==> config.mk <==
export PLATFORM = sky130hd
export DESIGN_NAME = fsps_sequencer
export DESIGN_NICKNAME = d
export VERILOG_FILES = /design/src/logic/fsps_pkg.sv /design/src/logic/fsps_page_buf.sv /design/src/logic/fsps_sequencer.sv
export SDC_FILE = /design/constraint.sdc
export NUM_CORES = 1
export LEC_CHECK = 0
export ABC_CLOCK_PERIOD_IN_PS = 7200
export BUFFER_PORTS_ARGS = -buffer_cell sky130_fd_sc_hd__buf_2
export CAP_MARGIN = 20
export CORE_UTILIZATION = 62
export CTS_CLUSTER_DIAMETER = 50
export DETAILED_ROUTE_END_ITERATION = 10
export PLACE_DENSITY = 0.79
export SETUP_SLACK_MARGIN = 0.3
export SLEW_MARGIN = 0
export SYNTH_ARGS = -nofsm -noshare
export SYNTH_HDL_FRONTEND = slang
export SYNTH_SLANG_ARGS = --single-unit
==> constraint.sdc <==
create_clock -name clk -period 7.2 [get_ports clk]
set_input_delay 0.36 -clock clk [delete_from_list [all_inputs] [get_ports clk]]
set_output_delay 0.36 -clock clk [all_outputs]
set_load 0.005 [all_outputs]
==> src/logic/fsps_pkg.sv <==
/*
  Shared constants for the flash self-program sequencer: register offsets,
  control bit positions, command codes, reset values and timing.
  Assumes a 20 MHz system clock and a 32-bit APB register bus.
*/
package fsps_pkg;

  // ****************************************************************
  // Register offsets (byte addresses)
  // ****************************************************************
  localparam logic [7:0] OFS_CTRL = 8'h00;
  localparam logic [7:0] OFS_PTR = 8'h04;
  localparam logic [7:0] OFS_DATA = 8'h08;
  localparam logic [7:0] OFS_STORE = 8'h0C;
  localparam logic [7:0] OFS_LPM = 8'h10;
  localparam logic [7:0] OFS_LOCK = 8'h14;

  // ****************************************************************
  // Control register bit positions
  // ****************************************************************
  localparam int BIT_IRQ_EN = 7;
  localparam int BIT_BUSY = 6;
  localparam int BIT_REEN = 4;
  localparam int BIT_LOCK = 3;
  localparam int BIT_WRITE = 2;
  localparam int BIT_ERASE = 1;
  localparam int BIT_STORE_EN = 0;

  // ****************************************************************
  // Command codes in the low five control bits
  // ****************************************************************
  localparam logic [4:0] CMD_REEN = 5'h11;
  localparam logic [4:0] CMD_LOCK = 5'h09;
  localparam logic [4:0] CMD_WRITE = 5'h05;
  localparam logic [4:0] CMD_ERASE = 5'h03;
  localparam logic [4:0] CMD_LOAD = 5'h01;

  // ****************************************************************
  // Pointer and lock field positions, reset values
  // ****************************************************************
  localparam int PTR_WORD_LSB = 1;
  localparam int LOCK_DATA_LSB = 2;
  localparam logic [3:0] LOCK_RESET = 4'hF;
  localparam logic [15:0] PTR_RESET = 16'h0000;
  localparam logic [15:0] ERASED_WORD = 16'hFFFF;
  localparam logic [7:0] BLOCKED_BYTE = 8'hFF;

  // ****************************************************************
  // Timing
  // ****************************************************************
  localparam int CLK_PERIOD_NS = 50;
  localparam int ARM_CYCLES = 4;
  localparam int PROG_TIME_NS = 3700000;
  localparam int PROG_CYCLES_DFLT =
    (PROG_TIME_NS + CLK_PERIOD_NS - 1) / CLK_PERIOD_NS;
  localparam int CNT_W = 20;

  // ****************************************************************
  // Sequencer states
  // ****************************************************************
  typedef enum logic [2:0] {
    FSPS_IDLE = 3'b001,
    FSPS_ARMED = 3'b010,
    FSPS_RUN = 3'b100
  } fsps_state_t;

endpackage : fsps_pkg

==> src/logic/fsps_page_buf.sv <==
/*
  Temporary page buffer storage: one write port, one read port with
  registered read data.
  Assumes a single clock; the caller tracks which words are loaded.
*/
`timescale 1ns/10ps
module fsps_page_buf #(
  parameter int WIDTH = 16,
  parameter int DEPTH = 64,
  parameter int AW = 6
) (
  input wire logic clk,
  input wire logic rst_n,
  input wire logic we,
  input wire logic [AW-1:0] waddr,
  input wire logic [WIDTH-1:0] wdata,
  input wire logic [AW-1:0] raddr,
  output logic [WIDTH-1:0] rdata
);

  logic [WIDTH-1:0] mem [DEPTH];

  // No reset on the array; loaded words are qualified outside
  always_ff @(posedge clk) begin
    if (we) begin
      mem[waddr] <= wdata;
    end
  end

  always_ff @(posedge clk or negedge rst_n) begin
    if (!rst_n) begin
      rdata <= '0;
    end else begin
      rdata <= mem[raddr];
    end
  end

endmodule : fsps_page_buf

==> src/logic/fsps_sequencer.sv <==
/*
  Flash self-program sequencer: APB register file, arming window, page
  erase, buffer load, page write and lock bit programming.
  Assumes a zero-wait APB master, a flash array that reads the buffer
  after the write strobe, and a CPU that honours cpu_halt.
*/
// Local design decisions: the placing of the registers and the APB register port.
// Behaviour
// - Store address comes from the 16-bit pointer: page high, word low.
// - Target page latched at operation start; pointer reuse is harmless.
// - Lock bit programming ignores the pointer entirely.
// - Byte reads use pointer bit 0 to select byte within word.
// - Buffer words may be loaded in any order.
// - Erase code then store within four cycles erases; data ignored.
// - Erasing concurrent section keeps stalling readable; else CPU halts.
// - Load code then store within four cycles writes data at word index.
// - Buffer clears after page write, on re-enable, and at reset.
// - EEPROM write during loading discards all loaded buffer data.
// - Write code then store within four cycles programs latched page.
// - Writing concurrent section keeps stalling readable; else CPU halts.
// - Ready interrupt stays high while enabled and store enable clear.
// - Erase or write of concurrent section blocks it, busy flag set.
// - Lock code then store programs lock bits where data bits 5:2 zero.
// - Lock programming leaves the whole flash readable.
// - Store enable arms four cycles; held through erase and write.
`timescale 1ns/10ps
module fsps_sequencer
  import fsps_pkg::*;
#(
  parameter int WORD_BITS = 6,
  parameter int PAGE_BITS = 7,
  parameter int STALL_FIRST_PAGE = 112,
  parameter int PROG_CYCLES = PROG_CYCLES_DFLT
) (
  input wire logic clk,
  input wire logic rst_n,
  input wire logic psel,
  input wire logic penable,
  input wire logic pwrite,
  input wire logic [7:0] paddr,
  input wire logic [31:0] pwdata,
  output logic [31:0] prdata,
  output logic pready,
  output logic pslverr,
  input wire logic eeprom_write,
  input wire logic [15:0] flash_word,
  output logic [14:0] lpm_word_addr,
  input wire logic [WORD_BITS-1:0] buf_rd_addr,
  output logic [15:0] buf_rd_data,
  output logic buf_rd_valid,
  output logic [PAGE_BITS-1:0] prog_page,
  output logic flash_erase_go,
  output logic flash_write_go,
  output logic [3:0] lock_bits,
  output logic section_block,
  output logic cpu_halt,
  output logic ready_irq
);

  localparam int DEPTH = 1 << WORD_BITS;
  localparam int PAGE_LSB = PTR_WORD_LSB + WORD_BITS;
  localparam logic [CNT_W-1:0] RUN_LOAD = CNT_W'(PROG_CYCLES - 1);
  localparam logic [2:0] ARM_LOAD = 3'(ARM_CYCLES);

  // ****************************************************************
  // Decoding helpers
  // ****************************************************************
  function automatic logic is_cmd(input logic [4:0] c);
    is_cmd = (c == CMD_REEN) || (c == CMD_LOCK) || (c == CMD_WRITE) ||
             (c == CMD_ERASE) || (c == CMD_LOAD);
  endfunction : is_cmd
  function automatic logic in_stall(input logic [PAGE_BITS-1:0] pg);
    in_stall = 32'(pg) >= STALL_FIRST_PAGE;
  endfunction : in_stall

  // ****************************************************************
  // State and registers
  // ****************************************************************
  fsps_state_t state;
  logic irq_en, busy_flag, run_lock, run_write;
  logic [4:0] cmd;
  logic [15:0] ptr, data;
  logic [2:0] arm_cnt;
  logic [CNT_W-1:0] run_cnt;
  logic [DEPTH-1:0] buf_valid;
  logic acc, wr_ctrl, store_hit, done;
  logic starts_prog, buf_clear, buf_load;
  logic [PAGE_BITS-1:0] ptr_page;
  logic [WORD_BITS-1:0] ptr_word;
  logic [7:0] lpm_byte;

  assign acc = psel && penable && pready;
  assign wr_ctrl = acc && pwrite && (paddr == OFS_CTRL);
  assign store_hit = acc && pwrite && (paddr == OFS_STORE) &&
                     (state == FSPS_ARMED);
  assign done = (state == FSPS_RUN) && (run_cnt == '0);
  assign ptr_page = ptr[PAGE_LSB +: PAGE_BITS];
  assign ptr_word = ptr[PTR_WORD_LSB +: WORD_BITS];
  assign starts_prog = store_hit && ((cmd == CMD_ERASE) ||
                       (cmd == CMD_WRITE) || (cmd == CMD_LOCK));
  assign buf_load = store_hit && (cmd == CMD_LOAD);
  // Re-enable also aborts a load in progress, losing its data
  assign buf_clear = (done && run_write) ||
                     (store_hit && (cmd == CMD_REEN)) ||
                     (eeprom_write && (buf_valid != '0));
  assign section_block = busy_flag;

  // ****************************************************************
  // APB slave
  // ****************************************************************
  // Read data is fetched in the setup cycle, so the access phase
  // always completes with no wait state.
  always_comb begin
    lpm_byte = ptr[0] ? flash_word[15:8] : flash_word[7:0];
    if (busy_flag && !in_stall(ptr_page)) begin
      lpm_byte = BLOCKED_BYTE;
    end
  end

  always_ff @(posedge clk or negedge rst_n) begin
    if (!rst_n) begin
      pready <= 1'b0;
      pslverr <= 1'b0;
      prdata <= '0;
    end else begin
      pready <= psel && !penable;
      pslverr <= 1'b0;
      prdata <= '0;
      if (psel && !penable) begin
        case (paddr)
          OFS_CTRL: prdata <= {24'h000000, irq_en, busy_flag, 1'b0, cmd};
          OFS_PTR: prdata <= {16'h0000, ptr};
          OFS_DATA: prdata <= {16'h0000, data};
          OFS_STORE: prdata <= '0;
          OFS_LPM: prdata <= {24'h000000, lpm_byte};
          OFS_LOCK: prdata <= {24'h000000, 2'b11, lock_bits, 2'b11};
          default: pslverr <= 1'b1;
        endcase
      end
    end
  end

  always_ff @(posedge clk or negedge rst_n) begin
    if (!rst_n) begin
      ptr <= PTR_RESET;
      data <= '0;
    end else if (acc && pwrite) begin
      if (paddr == OFS_PTR) begin
        ptr <= pwdata[15:0];
      end
      if (paddr == OFS_DATA) begin
        data <= pwdata[15:0];
      end
    end
  end

  always_ff @(posedge clk or negedge rst_n) begin
    if (!rst_n) begin
      lpm_word_addr <= '0;
    end else begin
      lpm_word_addr <= ptr[15:1];
    end
  end

  // ****************************************************************
  // Control register and sequencer
  // ****************************************************************
  always_ff @(posedge clk or negedge rst_n) begin
    if (!rst_n) begin
      irq_en <= 1'b0;
    end else if (wr_ctrl) begin
      irq_en <= pwdata[BIT_IRQ_EN];
    end
  end

  // Command writes are refused while an operation runs; the store
  // enable bit is the only busy indication software needs to poll.
  always_ff @(posedge clk or negedge rst_n) begin
    if (!rst_n) begin
      state <= FSPS_IDLE;
      cmd <= '0;
      arm_cnt <= '0;
      run_cnt <= '0;
    end else begin
      case (state)
        FSPS_IDLE, FSPS_ARMED: begin
          if (state == FSPS_ARMED) begin
            arm_cnt <= arm_cnt - 3'h1;
          end
          if (starts_prog) begin
            state <= FSPS_RUN;
            run_cnt <= RUN_LOAD;
          end else if (store_hit) begin
            state <= FSPS_IDLE;
            cmd <= '0;
          end else if (wr_ctrl && is_cmd(pwdata[4:0])) begin
            state <= FSPS_ARMED;
            cmd <= pwdata[4:0];
            arm_cnt <= ARM_LOAD;
          end else if (state == FSPS_ARMED && arm_cnt == 3'h1) begin
            state <= FSPS_IDLE;
            cmd <= '0;
          end
        end
        FSPS_RUN: begin
          run_cnt <= run_cnt - CNT_W'(1);
          if (done) begin
            state <= FSPS_IDLE;
            cmd <= '0;
          end
        end
        default: begin
          state <= FSPS_IDLE;
          cmd <= '0;
        end
      endcase
    end
  end

  // ****************************************************************
  // Operation start: latch target and section effects
  // ****************************************************************
  always_ff @(posedge clk or negedge rst_n) begin
    if (!rst_n) begin
      prog_page <= '0;
      run_lock <= 1'b0;
      run_write <= 1'b0;
      flash_erase_go <= 1'b0;
      flash_write_go <= 1'b0;
    end else begin
      flash_erase_go <= 1'b0;
      flash_write_go <= 1'b0;
      if (starts_prog) begin
        run_lock <= (cmd == CMD_LOCK);
        run_write <= (cmd == CMD_WRITE);
        if (cmd != CMD_LOCK) begin
          prog_page <= ptr_page;
        end
        flash_erase_go <= (cmd == CMD_ERASE);
        flash_write_go <= (cmd == CMD_WRITE);
      end
    end
  end

  always_ff @(posedge clk or negedge rst_n) begin
    if (!rst_n) begin
      cpu_halt <= 1'b0;
    end else if (done) begin
      cpu_halt <= 1'b0;
    end else if (starts_prog && cmd != CMD_LOCK) begin
      cpu_halt <= in_stall(ptr_page);
    end
  end

  // Busy only for the concurrent section; lock programming never blocks
  always_ff @(posedge clk or negedge rst_n) begin
    if (!rst_n) begin
      busy_flag <= 1'b0;
    end else if (starts_prog && cmd != CMD_LOCK &&
                 !in_stall(ptr_page)) begin
      busy_flag <= 1'b1;
    end else if (buf_load || (store_hit && cmd == CMD_REEN)) begin
      busy_flag <= 1'b0;
    end
  end

  // Lock data is taken at completion; the pointer plays no part
  always_ff @(posedge clk or negedge rst_n) begin
    if (!rst_n) begin
      lock_bits <= LOCK_RESET;
    end else if (done && run_lock) begin
      lock_bits <= lock_bits & data[LOCK_DATA_LSB +: 4];
    end
  end

  always_ff @(posedge clk or negedge rst_n) begin
    if (!rst_n) begin
      ready_irq <= 1'b0;
    end else begin
      ready_irq <= irq_en && (cmd[BIT_STORE_EN] == 1'b0) &&
                   !(wr_ctrl && is_cmd(pwdata[4:0])) && !starts_prog;
    end
  end

  // ****************************************************************
  // Temporary page buffer
  // ****************************************************************
  // A clear and a load in one cycle: the clear wins, matching loss of
  // a load that an EEPROM write interrupts.
  always_ff @(posedge clk or negedge rst_n) begin
    if (!rst_n) begin
      buf_valid <= '0;
    end else if (buf_clear) begin
      buf_valid <= '0;
    end else if (buf_load) begin
      buf_valid[ptr_word] <= 1'b1;
    end
  end

  always_ff @(posedge clk or negedge rst_n) begin
    if (!rst_n) begin
      buf_rd_valid <= 1'b0;
    end else begin
      buf_rd_valid <= buf_valid[buf_rd_addr];
    end
  end

  fsps_page_buf #(
    .WIDTH(16),
    .DEPTH(DEPTH),
    .AW(WORD_BITS)
  ) u_buf (
    .clk(clk),
    .rst_n(rst_n),
    .we(buf_load && !buf_clear),
    .waddr(ptr_word),
    .wdata(data),
    .raddr(buf_rd_addr),
    .rdata(buf_rd_data)
  );
endmodule : fsps_sequencer

==> results.yml <==
finish:
  fin_nets: 2834
  nFillCells: 4331
  multi_input_area_um2: 12100
  utilization_pct: 71.5
  fin_area_um2: 54700
  syn_to_final_growth_pct: 13.5
  drive_above_1_share_pct: 27.7
  layout.cells.non_filler: 3895
  diodes: 0
  ff_latch_area_um2: 35700
clock_tree:
  cts_max_level: 3
  clk_path_buf_depth: 3
  cts.sinks: 1220
  numCtsBuffers: 118
  cts_root_buf: "clkbuf_16"
  insertion_delay_ps: 720
  cts_resized: 0
  cts_tree: "done"
  clk_pin_slew_ps: 70
logic_synthesis:
  synthTopCellsByArea: "edfxtp_1 64%, mux4_2 10%, dfrtp_1 9.9%, mux2i_1 3.2%, a22oi_1 2.0%"
  synth_seq_cells: 1220
  synth_area_um2: 48200
  ys_warn_count: 0
  synth-main-ff-cell: "edfxtp_1"
  synth.distinct_cells: 75
  yosys.area.top_type_share_pct: 63.8
  synth.most_common_cell: "edfxtp_1"
  yosysSeqAreaShare_pct: 74.0
  synth-async-reset-ratio_pct: 16.1
  post-synth-top-area-cell: "edfxtp_1"
  syn_avg_cell_area_um2: 18.9
  syn_inst: 2552
  synth_edf_count: 1024
  yosys-top-cells-count: "1,024 x edfxtp_1, 224 x mux4_2, 191 x dfrtp_1"
critical_path:
  start_kind: "flip-flop"
  critical_path.max_fanout: 12
  worstPathRequired_ps: 7610
  startpoint: "state[0]"
  cp_slowest_cell: "nor3_2"
  timing.critical_path.mode_cell: "nand2b_1"
  r2r_end: "u_buf.mem[20][3]"
  endpoint: "u_buf.mem[20][3]"
  r2r_slack_ps: 2960
  crit_buf_inv: 1
  path_depth: 6
  critPathArrivalTime_ps: 4660
  crit_family: "simple AND/OR/NAND/NOR gates"
  rr_startpoint: "state[0]"
  worstSetupEndpointType: "flip-flop"
  reg2reg_depth: 6
  slowest_delay_ps: 910
  crit_chain: "nand2b_1 > nand2b_1 > nor3_1 > nand2_1 > nor3_2 > buf_4"
  critical_path_class: "flip-flop to flip-flop"
min_path:
  holdCritPathClass: "primary input to flip-flop"
global_routing:
  grt_pass1_wl_um: 173000
  grt_antenna_before_repair: 3
  grt-ovfl-total: 0
  grt_usage_pct: 30.5
  first_global_vias: 26700
  grt_start_max_net_pins: 110
timing:
  fin_crit_sh_pct: 59.0
  layout_min_cycle_time_ps: 4240
  rsz0062_at_grt: "false"
  setup_tns_ps: 0
  max_freq_mhz: 236
  hold_viol: 0
  finalMaxSlewViolations: 0
  worstMarginPinSlew_ps: 1190
  finalWorstSetupSlack_ps: 2960
  finalSetupViolations: 0
  skew_ps: 35.1
  slew_headroom_pct: 20.3
floorplan:
  die_y_um: 281
  ios: 150
  die-area_um2: 78800
  fp.dieW_um: 281
  fp.coreArea_um2: 76500
  rows: 101
  initial_utilization_pct: 63.0
place:
  io_buffers: 117
  dp_cells: 3650
  dpl.hpwl_um: 66500
  gp_congestion: 0.885
  pre_cts_ws_ps: 3150
  dpl_cell_area_um2: 50500
route:
  first_iter_violations: 3672
  wl_per_cell_um: 30.4
  ant_nets: 0
  via_per_inst: 6.94
  drc_errors: 0
  via_count: 27000
  drt_wl_total_um: 118000
  first_pass_iters: 9
power:
  p_leak_nw: 21.3
  p_per_area_nw_per_um2: 258
  max-vdd-ir-drop_v: 0.000207
run:
  max_cap_viol_count: 0
status:
  status: "finished, final reports clean"
[state kept, by name, indices dropped and copies added (netlist names), 3 cells and up]
register       count
u_buf.mem       1024
buf_valid         64
run_cnt           20
data              16
prdata            16
ptr               16
u_buf.rdata       16
lpm_word_addr     15
prog_page          7
cmd                5
lock_bits          4
arm_cnt            3
state              3
[cell families after synthesis]
logic type / Yosys count / share of synthesized area [%]
flops: 1220 / 74.0
mux: 434 / 15.0
simple gates: 412 / 4.76
compound gates: 289 / 4.19
buf+inv: 184 / 1.81
xor+xnor: 7 / 0.127
fa+ha+maj: 5 / 0.125
other cells: 1 / 0.00778
[how the worst min path moves through the flow]
stage | from | to | slack [ps] | cells past startpoint
floorplan | rst_n | arm_cnt[0] | 60 | 0
global placement | ptr[14] | lpm_word_addr[13] | 380 | 0
detailed placement | ptr[14] | lpm_word_addr[13] | 390 | 0
CTS | paddr[3] | pslverr | 2 | 3
global route | paddr[3] | pslverr | 30 | 3
finish | paddr[3] | pslverr | 30 | 3
[metal layers]
layer	global-route usage (%)	up-vias	wire length (um)
met5	0	-	13
met4	11.8	2	5090
met3	6.27	323	12000
met2	49.5	1868	58300
met1	41.2	14000	43000
li1	-	10800	-
[where the power goes]
part / internal, mW / switching, mW / leakage (nW) / total, mW
sequential: 7.58 / 0.00651 / 14.1 / 7.58
clock: 3.48 / 2.70 / 1.91 / 6.18
combinational: 0.142 / 0.228 / 5.27 / 0.370
[worst min-delay path: cells and delay by family]
family	cells	cell delay (ps)
compound gates	1	60
buf+inv	1	190
simple gates	1	90
[stage by stage]
step | power, mW | hold slack [ps]
after floorplan | 7.96 | 64.4
after global placement | 8.08 | 379
after detailed placement | 8.09 | 389
after CTS | 14.2 | 2.49
after global routing | 14.4 | 26.0
final | 14.1 | 34.3
[what timing repair did]
item / in CTS / in global routing
buffers inserted: 0 / 0
hold buffers: 18 / 0
setup endpoints to repair: 0 / 0
endpoints found under the hold margin: 141 / 0
[cells in the final DEF, fill, tap and decap left out, drive strengths merged, types with 9 or more instances in the layout]
cell type	instances
a221oi	16
dfrtp	191
nand4	30
a22oi	126
inv	24
o22ai	32
nor3	78
nor4	33
o21ai	38
mux2i	155
and2	10
a211oi	18
nand2	41
dlygate4sd3	18
clkbuf	153
mux4	224
nand2b	9
edfxtp	1024
nor2	120
mux2	55
conb	16
a21oi	28
buf	222
nand3	35
clkinv	52
[area by class of cell]
cell class	count	share of cell area (%)
clock buffer	152	5.89
clock inverter	71	1.25
inverter	18	0.124
multi-input combinational	1163	22.1
sequential	1220	65.2
tap	1030	2.36
timing repair buffer	241	3.02
Note: power is estimated with default switching activity, not from simulation.
